==> config.mk <==
export PLATFORM = sky130hd
export DESIGN_NAME = comparator_reference_control
export DESIGN_NICKNAME = d
export VERILOG_FILES = /design/src/hw/cmp_ref_pkg.sv /design/src/hw/comparator_reference_control.sv /design/src/hw/ladder_ctrl.sv
export SDC_FILE = /design/constraint.sdc
export NUM_CORES = 1
export LEC_CHECK = 0
export ABC_CLOCK_PERIOD_IN_PS = 1900
export BUFFER_PORTS_ARGS = -buffer_cell sky130_fd_sc_hd__buf_2
export CORE_MARGIN = 10
export CORE_UTILIZATION = 39
export DETAILED_ROUTE_END_ITERATION = 12
export PLACE_DENSITY = 0.72
export SLEW_MARGIN = 15
export SYNTH_ARGS = -nofsm -noshare
export SYNTH_HDL_FRONTEND = slang
export SYNTH_HIERARCHICAL = 1
export SYNTH_SLANG_ARGS = --single-unit
==> constraint.sdc <==
create_clock -name clk -period 1.9 [get_ports clk]
set_input_delay 0.095 -clock clk [delete_from_list [all_inputs] [get_ports clk]]
set_output_delay 0.095 -clock clk [all_outputs]
set_load 0.02 [all_outputs]
==> src/hw/cmp_ref_pkg.sv <==
package cmp_ref_pkg;

   // System clock
   localparam int unsigned CLK_MHZ = 25;
   localparam int unsigned NS_PER_US = 1000;

   // APB geometry
   localparam int unsigned ADDR_W = 12;
   localparam int unsigned DATA_W = 32;
   localparam int unsigned REG_W = 8;
   localparam logic [11:0] CTRL_OFFS = 12'h000;
   localparam logic [11:0] STATUS_OFFS = 12'h004;
   localparam logic [7:0] CTRL_RESET = 8'h00;

   // Status word bit positions
   localparam int unsigned STAT_FIXED_ON = 0;
   localparam int unsigned STAT_FIXED_READY = 1;
   localparam int unsigned STAT_LADDER_ON = 2;
   localparam int unsigned STAT_OSC_ACTIVE = 3;
   localparam int unsigned STAT_CLAMPED = 4;

   // Ladder ratios, all over a common denominator of 96
   localparam int unsigned TAP_W = 4;
   localparam int unsigned RATIO_W = 7;
   localparam logic [6:0] RATIO_DEN = 7'h60;
   localparam logic [6:0] LOW_STEP = 7'h04;
   localparam logic [6:0] HIGH_BASE = 7'h18;
   localparam logic [6:0] HIGH_STEP = 7'h03;

   // Fixed reference settling, default only; electrical limit governs
   localparam int unsigned SETTLE_NS = 10000;

   // Control register layout, bit 7 down to bit 0
   typedef struct packed {
      logic cmp1_sel;
      logic cmp2_sel;
      logic range_low;
      logic fixed_en;
      logic [3:0] tap;
   } ref_fields_t;

   // Drive towards the analog ladder
   typedef struct packed {
      logic current_on;
      logic clamp_gnd;
      logic range_low;
      logic [3:0] tap;
      logic [6:0] ratio_num;
   } ladder_ctl_t;

   typedef enum logic [1:0] {
      FIX_OFF = 2'b00,
      FIX_SETTLING = 2'b01,
      FIX_READY = 2'b10
   } fix_state_t;

endpackage

==> src/hw/comparator_reference_control.sv <==
`timescale 1ns/100ps
// Behaviour
// (RULE_01) Ladder disabled, low range, code zero: output at ground, no ladder current.
// (RULE_02) Fixed reference enable bit 4 turns the 0.6 V reference on or off.
// (RULE_03) Fixed reference stays on while the fast internal oscillator runs.
// (RULE_04) Software waits a settling delay after enabling the fixed reference.
// (RULE_05) Bit 7 powers ladder and routes it to comparator 1, else fixed.
// (RULE_06) Bit 6 powers ladder and routes it to comparator 2, else fixed.
// (RULE_07) Both select bits zero cut ladder divider current.
// (RULE_08) Bit 5 one selects low range, zero selects high range.
// (RULE_09) Tap code: low range code/24, high range 1/4 plus code/32 of supply.
// (RULE_10) Writes update fields and derived outputs at next edge; reset clears all. Derived outputs here lag the fields by one edge.
module comparator_reference_control #(
   parameter int unsigned SETTLE_NS = cmp_ref_pkg::SETTLE_NS
) (
   input wire logic clk, // System clock, 25 MHz
   input wire logic nrst, // Asynchronous reset, active low
   input wire logic psel, // APB select
   input wire logic penable, // APB access phase
   input wire logic pwrite, // APB direction, high for write
   input wire logic [11:0] paddr, // APB byte address
   input wire logic [31:0] pwdata, // APB write data
   input wire logic [3:0] pstrb, // APB write byte strobes
   output logic [31:0] prdata, // APB read data
   output logic pready, // APB transfer done
   output logic pslverr, // APB error, unmapped address
   input wire logic ladder_enable, // Ladder enable, same clock domain
   input wire logic fast_osc_active, // Fast internal oscillator running
   output cmp_ref_pkg::ladder_ctl_t ladder_ctl, // Drive to the ladder
   output logic cmp1_ref_from_ladder, // Comparator 1 takes ladder
   output logic cmp2_ref_from_ladder, // Comparator 2 takes ladder
   output logic fixed_ref_on, // Fixed 0.6 V reference powered
   output logic fixed_ref_ready // Fixed reference past settling time
);
   localparam int unsigned SETTLE_CYC_RAW =
      (SETTLE_NS * cmp_ref_pkg::CLK_MHZ + cmp_ref_pkg::NS_PER_US - 1)
      / cmp_ref_pkg::NS_PER_US;
   localparam int unsigned SETTLE_CYC =
      (SETTLE_CYC_RAW < 1) ? 1 : SETTLE_CYC_RAW;
   localparam int unsigned CNT_W = $clog2(SETTLE_CYC + 1);
   localparam logic [CNT_W-1:0] SETTLE_LAST = CNT_W'(SETTLE_CYC - 1);

   cmp_ref_pkg::ref_fields_t fields_q;
   cmp_ref_pkg::ladder_ctl_t ladder_ctl_d;
   cmp_ref_pkg::fix_state_t fix_state_q;
   cmp_ref_pkg::fix_state_t fix_state_d;
   logic osc_meta_q;
   logic osc_sync_q;
   logic fixed_on_d;
   logic [CNT_W-1:0] settle_cnt_q;
   logic access;
   logic hit_ctrl;
   logic hit_status;
   logic wr_ctrl;
   logic [31:0] status_word;
   logic [31:0] rdata_d;

   // APB decode
   assign access = psel & penable;
   assign hit_ctrl = (paddr == cmp_ref_pkg::CTRL_OFFS);
   assign hit_status = (paddr == cmp_ref_pkg::STATUS_OFFS);
   // Write lands on the edge where the master sees pready high
   assign wr_ctrl = access & pready & pwrite & hit_ctrl & pstrb[0];

   // Oscillator flag comes from another clock domain
   always_ff @(posedge clk or negedge nrst) begin
      if (!nrst) begin
         osc_meta_q <= 1'b0;
         osc_sync_q <= 1'b0;
      end else begin
         osc_meta_q <= fast_osc_active;
         osc_sync_q <= osc_meta_q;
      end
   end

   // Control register
   always_ff @(posedge clk or negedge nrst) begin
      if (!nrst) begin
         fields_q <= cmp_ref_pkg::CTRL_RESET; // [RULE_10]
      end else if (wr_ctrl) begin
         fields_q <= pwdata[cmp_ref_pkg::REG_W-1:0]; // [RULE_10] [RULE_02]
      end
   end

   ladder_ctrl u_ladder (
      .fields(fields_q),
      .ladder_enable(ladder_enable),
      .ctl(ladder_ctl_d)
   );

   assign fixed_on_d = fields_q.fixed_en | osc_sync_q; // [RULE_02] [RULE_03]

   // Registered analog drive
   always_ff @(posedge clk or negedge nrst) begin
      if (!nrst) begin
         ladder_ctl <= '0; // [RULE_10]
         cmp1_ref_from_ladder <= 1'b0;
         cmp2_ref_from_ladder <= 1'b0;
         fixed_ref_on <= 1'b0;
      end else begin
         ladder_ctl <= ladder_ctl_d; // [RULE_10]
         cmp1_ref_from_ladder <= fields_q.cmp1_sel; // [RULE_05]
         cmp2_ref_from_ladder <= fields_q.cmp2_sel; // [RULE_06]
         fixed_ref_on <= fixed_on_d; // [RULE_02] [RULE_03]
      end
   end

   // Settling tracker, a software aid; it does not gate the reference
   always_comb begin
      fix_state_d = fix_state_q;
      unique case (fix_state_q)
         cmp_ref_pkg::FIX_OFF: begin
            if (fixed_on_d) begin
               fix_state_d = cmp_ref_pkg::FIX_SETTLING;
            end
         end
         cmp_ref_pkg::FIX_SETTLING: begin
            if (!fixed_on_d) begin
               fix_state_d = cmp_ref_pkg::FIX_OFF;
            end else if (settle_cnt_q == SETTLE_LAST) begin
               fix_state_d = cmp_ref_pkg::FIX_READY; // [RULE_04]
            end
         end
         cmp_ref_pkg::FIX_READY: begin
            if (!fixed_on_d) begin
               fix_state_d = cmp_ref_pkg::FIX_OFF;
            end
         end
         default: begin
            fix_state_d = cmp_ref_pkg::FIX_OFF;
         end
      endcase
   end

   always_ff @(posedge clk or negedge nrst) begin
      if (!nrst) begin
         fix_state_q <= cmp_ref_pkg::FIX_OFF;
      end else begin
         fix_state_q <= fix_state_d;
      end
   end

   always_ff @(posedge clk or negedge nrst) begin
      if (!nrst) begin
         settle_cnt_q <= '0;
      end else if (fix_state_q == cmp_ref_pkg::FIX_SETTLING) begin
         settle_cnt_q <= settle_cnt_q + 1'b1; // [RULE_04]
      end else begin
         settle_cnt_q <= '0;
      end
   end

   always_ff @(posedge clk or negedge nrst) begin
      if (!nrst) begin
         fixed_ref_ready <= 1'b0;
      end else begin
         fixed_ref_ready <= (fix_state_d == cmp_ref_pkg::FIX_READY); // [RULE_04]
      end
   end

   // Status word shows live drive state
   always_comb begin
      status_word = '0;
      status_word[cmp_ref_pkg::STAT_FIXED_ON] = fixed_ref_on;
      status_word[cmp_ref_pkg::STAT_FIXED_READY] = fixed_ref_ready;
      status_word[cmp_ref_pkg::STAT_LADDER_ON] = ladder_ctl.current_on;
      status_word[cmp_ref_pkg::STAT_OSC_ACTIVE] = osc_sync_q;
      status_word[cmp_ref_pkg::STAT_CLAMPED] = ladder_ctl.clamp_gnd;
   end

   always_comb begin
      rdata_d = '0;
      if (hit_ctrl) begin
         rdata_d = {24'h000000, fields_q};
      end else if (hit_status) begin
         rdata_d = status_word;
      end
   end

   // One wait state keeps every bus output on a flop
   always_ff @(posedge clk or negedge nrst) begin
      if (!nrst) begin
         pready <= 1'b0;
         pslverr <= 1'b0;
         prdata <= '0;
      end else if (access & !pready) begin
         pready <= 1'b1;
         pslverr <= ~(hit_ctrl | hit_status);
         prdata <= pwrite ? 32'h00000000 : rdata_d;
      end else begin
         pready <= 1'b0;
         pslverr <= 1'b0;
         prdata <= '0;
      end
   end
endmodule // comparator_reference_control

==> src/hw/ladder_ctrl.sv <==
`timescale 1ns/100ps
module ladder_ctrl (
   input wire cmp_ref_pkg::ref_fields_t fields, // Stored control fields
   input wire logic ladder_enable, // Ladder enable from its own register
   output cmp_ref_pkg::ladder_ctl_t ctl // Unregistered ladder drive
);
   logic [6:0] tap_w;
   logic [6:0] low_num;
   logic [6:0] high_num;

   assign tap_w = {3'h0, fields.tap};
   assign low_num = 7'(tap_w * cmp_ref_pkg::LOW_STEP); // [RULE_09]
   assign high_num = 7'(cmp_ref_pkg::HIGH_BASE
                        + tap_w * cmp_ref_pkg::HIGH_STEP); // [RULE_09]

   always_comb begin
      ctl.range_low = fields.range_low; // [RULE_08]
      ctl.tap = fields.tap; // [RULE_09]
      // Divider draws current only if some comparator uses it
      ctl.current_on = ladder_enable
                       & (fields.cmp1_sel | fields.cmp2_sel); // [RULE_05] [RULE_06] [RULE_07] [RULE_01]
      // Disabled ladder parks its output on ground
      ctl.clamp_gnd = ~ladder_enable; // [RULE_01]
      if (!ladder_enable) begin
         ctl.ratio_num = 7'h00; // [RULE_01]
      end else if (fields.range_low) begin
         ctl.ratio_num = low_num; // [RULE_08]
      end else begin
         ctl.ratio_num = high_num; // [RULE_08]
      end
   end
endmodule // ladder_ctrl

==> results.txt, run 1 <==
- Summed over all instances, the cell type with the most area after synthesis is dfrtp_1.
- The final-report max-slew violation count was 0.
- Yosys mapped a number of flops with a built-in enable equal to 0.
* Type of destination of the critical path: register
- Yosys Warn Count: 6
- In this run the deepest clock path goes through 2 buffers.
- In the synthesized netlist the dominant register cell turns out to be dfrtp_1.
- Wire length of the first global-routing pass: a little under 7 mm
- Count of boundary I/O pins: 107
- Worst-Margin Slew: 581 ps
- Portion of synthesized cell area occupied by the leading cell type: between 50% and 60%
- DP Wirelength: roughly 3.3 mm
- Max H-tree Level: 2
* Initial DRC count: 39
- CTS Sinks: 48
- Cells with a size suffix above 1 make up approximately a third of the layout.
- Cell breakdown of the critical path: ha_2 -> inv_2 -> fa_1 -> or3b_1 -> a21oi_2 -> mux2i_1
- Depth of the worst register-to-register path: 6
* Insertion delay of the later-clocked pin in the worst-skew pair: 300 ps
- The path class of the tightest hold or removal check is input port to register.
* Length of the first detailed-routing pass in iterations: 4
- The run finished with clean final reports.
- Maximum frequency from static timing analysis: 536 MHz
- The finished layout holds 322 standard cells, fillers aside.
- Total gr overflow: 0
* Pin count of the biggest net entering global routing: between 40 and 50
* Design Power: approximately 1800 uW
* Core Footprint: around 5500 um2
* Total wirelength of the detailed-routed design: approximately 4.3 mm
* Mean instance size in the synthesized netlist: 11.7 um2
- Setup WS post-layout: about 36 ps
- Antenna Nets Post-Route: 0
* Area added between synthesis and finish: 18.8%
- Reg clk slew, reported paths: approximately 80 ps
* Final min period: 1860 ps
- Max FO, Critical Path: 2
* Netlist Area Pre-Place: between 2000 and 2500 um2
- Post-synth ARST share: 100%
- Global routing usage summed across all routing layers: just under 10%
- Clk Tree Root Cell: clkbuf_8
- Routed length per placed instance: 13.4 um
* Startpoint types: register
- In the post-synthesis netlist, the cell with the most instances is dfrtp_1.
- Die outline height: approximately 95 um
- Placement row count: 27
- Longest individual stage delay on the worst path: ~400 ps
- Leakage component of the power: about 0.0014 uW
* R2R Setup Slk: between 30 and 40 ps
- OpenSTA, run right after detailed placement, puts the worst setup slack at roughly 19 ps.
- Family of cells with the greatest summed delay on the critical path: adder cells
- Main area contributors after synthesis: dfrtp_1 (55%), buf_4 (10%), mux2_4 (5.5%)
* R2R Path End: ladder_ctl[5]
- Total of buffers placed on input and output ports: 55
- Synthesis inferred 48 register bits.
* Count of maximum capacitance violations: 0
- The initial utilization of the core area, before any placement, comes to between 30 and 40%.
* Via count of the first global-routing pass: 1,499
* Count of fill cells added during filler insertion: 525
- The critical path starts at fields_q[1].
- Across the VDD grid, the largest voltage drop is 0.000291 V.
- In this run the number of cells on the critical path is 6.
- The multi-input combinational cells in the finished layout cover a total of 797 um2.
- The die covers between 8000 and 9000 um2.
* Number of nets in the final layout: about 310
- Placer's final routability congestion estimate: between 0.7 and 0.8
- Setup violations remaining at the end of the flow were counted as 0.
* Cell with the largest stage delay on the worst path: dfrtp_1
- Remaining max-slew budget at the tightest pin: 61.2%
- Summing all flip-flop and latch instances after layout gives roughly 1200 um2.
* Req. time, crit path: between 2000 and 2500 ps
- Count of buffer and inverter cells on the critical path: 1
* Setup repair after global routing missed its margin: true
* Antenna violations before repair: 0
- Category of the most critical setup path: register to register
- In the finished design, the share of the clock period the worst path needs comes to 98.1%.
* Hold Fails Final Rpt: 0
* Via/cell ratio: 4.28
* Instance count along the most critical hold path: 2
* Data arrival time of the critical path: approximately 2100 ps
* TritonCTS clock tree: yes
* Reg2Reg Launch Point: fields_q[1]
- Number of distinct library cells after synthesis: 35
* Syn Inst Count: between 150 and 200
- Top post-synthesis cells by count: dfrtp_1 (48), buf_4 (29), nor2_1 (22), inv_1 (11), mux2_4 (8)
* Number of antenna diodes: 0
* DRC violations left: 0
- CTS buffer count: 5
* Via total after detailed routing: between 1,000 and 1,500
* Share of synthesized area occupied by flip-flops and latches: 55.1%
- Following the worst setup path forward leads to its endpoint at ladder_ctl[5].
- Post-placement cell count: 310
- Width of the chip: roughly 95 um
* Setup clock skew after layout: 4.77 ps
- For this design the ratio of total power to cell area is 700 nW/um2.
-- layer usage --
metal	GRT usage, %	up-vias	part of all wire, %
met5	0	-	0
met4	4.11	0	1.5
met3	3.33	7	8.6
met2	16.5	51	50
met1	10.8	640	40
li1	-	680	-
-- per-stage QoR --
| step | area (um2) | hold WS [ps] | setup TNS (ps) | util [%] |
|---|---|---|---|---|
| 2_1_floorplan | 2270 | -201 | 0 | - |
| 3_3_place_gp | 2440 | 206 | 0 | 44.7 |
| 3_5_place_dp | 2440 | 209 | 0 | 44.7 |
| 4_1_cts | 2560 | 14.0 | 0 | 46.8 |
| 5_1_grt | 2590 | 18.1 | -211 | 47.3 |
| 6_report | 2590 | 25.3 | 0 | 47.3 |
-- cell usage in the layout (no fill, tap or decap), drive strengths merged, types with 2 or more instances in the layout --
cell and count:
a21oi 5, and2 5, buf 64, clkbuf 7, conb 24, dfrtp 48, dlygate4sd3 2, fa 2
ha 6, inv 11, mux2 8, mux2i 7, nand2 6, nand2b 2, nand3 3, nand4b 2
nor2 22, nor3 3, nor4 3, o21ai 2, or3 2, or4 3, xor2 4
-- cell families (layout without fill, tap and decap cells) --
group,Yosys count,count (layout),share of synthesized area (%)
xor gates and xnor gates,5,5,2.01
adders and majority gates,8,8,5.28
other,1,24,0.172
buffers and inverters,44,85,13.0
muxes,15,15,8.72
AOI/OAI and AO/OA,10,10,2.81
and+or+nand+nor,55,55,13.0
DFF,48,48,55.1
-- worst min-delay path by stage --
stage | start | end
floorplan | nrst | cmp1_ref_from_ladder
global placement | fast_osc_active | osc_meta_q
detailed placement | fast_osc_active | osc_meta_q
CTS | pwdata[3] | fields_q[3]
global route | pwdata[3] | fields_q[3]
finish | pwdata[3] | fields_q[3]
-- state kept, by name, summed over array words and instances (netlist names) --
register	count
ladder_ctl	14
fields_q	8
prdata	8
settle_cnt_q	8
fix_state_q	2
cmp1_ref_from_ladder	1
cmp2_ref_from_ladder	1
fixed_ref_on	1
fixed_ref_ready	1
osc_meta_q	1
osc_sync_q	1
pready	1
pslverr	1
-- power by group --
| group | leakage [uW] | switching, uW | internal [uW] |
|---|---|---|---|
| logic | 0.000708 | 105 | 44.3 |
| clock network | 0.0000445 | 324 | 296 |
| registers | 0.000650 | 9.76 | 1040 |
| total | 0.00140 | 439 | 1380 |
-- final cells by class --
cell class              count  share of cell area, %
repair buffers             66                   14.2
well taps                  72                   3.48
flip-flops and latches     48                   46.4
multi-input cells         117                   30.8
inverters                  11                   1.59
clock buffers               7                   3.33
clock inverters             1                  0.290
-- repair_timing --
item,4_1_cts,5_1_grt
hold endpoints to repair,49,0
pin swaps,0,4
hold buffers,2,0
setup endpoints to repair,2,3
gates resized for setup,2,5
cloned,0,0
setup buffers,0,2
(Power assumes the default switching activity.)
==> inputs of run 2 (changes only) <==
--- a/config.mk
+++ b/config.mk
@@ -11,6 +11,7 @@
 export CORE_UTILIZATION = 39
 export DETAILED_ROUTE_END_ITERATION = 12
 export PLACE_DENSITY = 0.72
+export SETUP_SLACK_MARGIN = 0.5
 export SLEW_MARGIN = 15
 export SYNTH_ARGS = -nofsm -noshare
 export SYNTH_HDL_FRONTEND = slang
==> run 2 against run 1 <==
Sequential power about the same. Hold slack gained 2.7 ps. Global-route usage about the same. Critical endpoint unchanged. Final area up 3.8%. The flow now finishes with violations (setup timing). Die area unchanged. Via count up 3.6%.
==> results.txt, run 2 (synthesis results as in run 1) <==
- Core Footprint: 5470 um2 (unchanged)
* Non-Filler Instances: 321 (-0.31%)
- Number of antenna diodes: 0 (unchanged)
* Count of maximum capacitance violations: 0 (unchanged)
- The final-report max-slew violation count was 0 (unchanged).
* Total die area: 8980 um2 (unchanged)
* Instance count along the most critical hold path: 2 (unchanged)
- Origin of the worst min-delay path: pwdata[0]
* Hold Fails Final Rpt: 0 (unchanged)
- Register with the most flip-flops: ladder_ctl
- Maximum frequency from static timing analysis: 525 MHz (-2.1%)
* Via count of the first global-routing pass: 1,459 (-2.7%)
- Remaining max-slew budget at the tightest pin: 44.4% (-17 points)
- Setup WS post-layout: -3.66 ps (-39.5 ps)
* Util after Layout: 49.1% (+1.8 points)
- Initial core utilization: 39.8% (unchanged)
- R2R Setup Slk: -4 ps (-40 ps)
- The placed wire-length estimate is 3.49 mm (+6.3%).
- Post-placement cell count: 310 (unchanged)
* CTS Sinks: 48 (unchanged)
- The clock latency on the worst-skew pair was 300 ps (about the same).
- Clk Tree Root Cell: clkbuf_8
* Antenna Nets Post-Route: 0 (unchanged)
- The required arrival time at the worst endpoint was 2120 ps (about the same).
* Area of all placed cells without fillers: 2690 um2 (+3.8%)
- The startpoint identified for the worst register-to-register timing path is fields_q[2].
* Leading cell type in the layout, fill and taps excluded: buf_2
- The number of top-level pins came to 107 (unchanged).
- The post-layout net count was 311 (-0.32%).
- Startpoint types: register
* Total gr overflow: 0 (unchanged)
- Antenna violations before repair: 1 (+1)
- The deepest level of the CTS H-tree was 2 (unchanged).
* Placement row count: 27 (unchanged)
- The maximum fanout along the worst path was 4 (+2).
* CTS buffer count: 5 (unchanged)
- Ratio of final minimum period to clock period: 100% (+2.1 points)
* Design Power: 1910 uW (+5.5%)
- The global-route wire length before repair was 6.87 mm (-0.99%).
* Total of buffers placed on input and output ports: 55 (unchanged)
* DRC violations left: 0 (unchanged)
* R2R Path End: ladder_ctl[5]
- Area added between synthesis and finish: 23.3%
- The maximum number of buffers from clock root to sink was 2 (unchanged).
- Violated checks: setup timing
- The path class of the tightest hold or removal check is input port to register.
- Data arrival time of the critical path: 2120 ps (+30 ps)
- The largest voltage drop on the vdd net came to 0.000449 V (+54%).
* Setup repair after global routing missed its margin: true
* Length of the first detailed-routing pass in iterations: 4 (unchanged)
- TritonCTS built the clock tree.
- Total wirelength of the detailed-routed design: 4.48 mm (+3.8%)
* Commonest cells after routing, fill and taps aside: buf_2 (53), dfrtp_1 (44), conb_1 (24)
- Placer's final routability congestion estimate: 0.749 (-1.8%)
* Pin count of the biggest net entering global routing: 40 (-18%)
* Via/cell ratio: 4.45 (+3.9%)
- The overall die height was 94.8 um (unchanged).
- Result of the run: complete, but fails checks
* Leakage component of the power: 0.00141 uW (+0.21%)
- Worst-Margin Slew: 834 ps (+253 ps)
- Min-Delay Endpoint: fields_q[0]
- Type of destination of the critical path: register
* Routed length per placed instance: 13.9 um (+4.1%)
* Setup clock skew after layout: 9.60 ps (+4.83 ps)
- Number of endpoints failing setup at the final stage: 1 (+1)
* Reg clk slew, reported paths: 90 ps (about the same)
- Worst setup startpoint: fields_q[2]
- The floorplan die width came to 94.8 um (unchanged).
- Depth of the worst register-to-register path: 6 (unchanged)
- The total routing resource utilization after global routing was 9.64% (-0.043 points).
- The setup path with the least slack is of type register to register.
- The cell area after placement is 2490 um2 (+1.8%).
* Final min period: 1900 ps (+39.5 ps)
* Via total after detailed routing: 1,427 (+3.6%)
- Final total negative setup slack: -3.66 ps (-3.66 ps)
* Power Dens Cells: 712 nW/um2 (+1.6%)
- Number of flip-flops under the largest register name: 14 (unchanged)
* Initial DRC count: 64 (+64%)
* Fraction of layout instances using a drive strength above 1: 41.0% (+5.8 points)
[run 2: changes by cell type in the layout (fill, tap and decap cells not counted), sizes merged]
cell and change:
buf -1, bufinv +1, clkbuf -1, clkinv +1, clkinvlp -1
[run 2: how the worst max path moves through the flow]
stage               slack (ps)             to
global placement            70  ladder_ctl[5]
detailed placement         -20  ladder_ctl[5]
global route               -50  ladder_ctl[5]
floorplan                  110  ladder_ctl[5]
finish                      -4  ladder_ctl[5]
CTS                        -20  ladder_ctl[5]
[run 2: power by group]
part           switching, uW  internal, uW  total (uW)  leakage [uW]
logic                    109          50.0         159      0.000706
clock network            319           390         710     0.0000552
registers               9.68          1040        1050      0.000644
total                    438          1480        1910       0.00141
[run 2: layer usage]
| layer | part of all wire (%) | wire length (um) | global-route usage, % |
|---|---|---|---|
| met5 | 0.29 | 13 | 0 |
| met3 | 9.2 | 414 | 4.04 |
| met2 | 50 | 2230 | 16.2 |
| met4 | 1.3 | 57 | 3.74 |
| met1 | 39 | 1760 | 10.6 |
[run 2: final cells by class]
| type | count | area [um2] |
|---|---|---|
| Tap cell | 72 | 90.1 |
| Timing Repair Buffer | 65 | 368 |
| Clock inverter | 2 | 35.0 |
| Multi-Input combinational cell | 117 | 873 |
| Inverter | 11 | 43.8 |
| Fill cell | 500 | 2780 |
| Sequential cell | 48 | 1210 |
| Clock buffer | 6 | 72.6 |
[run 2: stage by stage]
stage          hold slack (ps)  setup WS, ps
6_report                  28.0         -3.66
5_1_grt                   13.9         -54.4
4_1_cts                   14.7         -17.9
3_5_place_dp               205         -17.7
3_3_place_gp               206          67.0
2_1_floorplan             -201           114
[run 2: worst max-delay path, cell delays in order (launching register included)]
cell and delay [ps]:
dfrtp_2 450, ha_4 170, inv_4 60, fa_1 400, or3b_1 370, a21oi_2 150, mux2i_1 220
[run 2: what timing repair did]
item                       in CTS  in global routing
resized for setup               4                 11
buffers inserted                1                  0
hold endpoints to repair       38                  0
cloned                          0                  0
hold buffers                    2                  0
pin swaps                       5                  3
setup endpoints to repair      16                 18
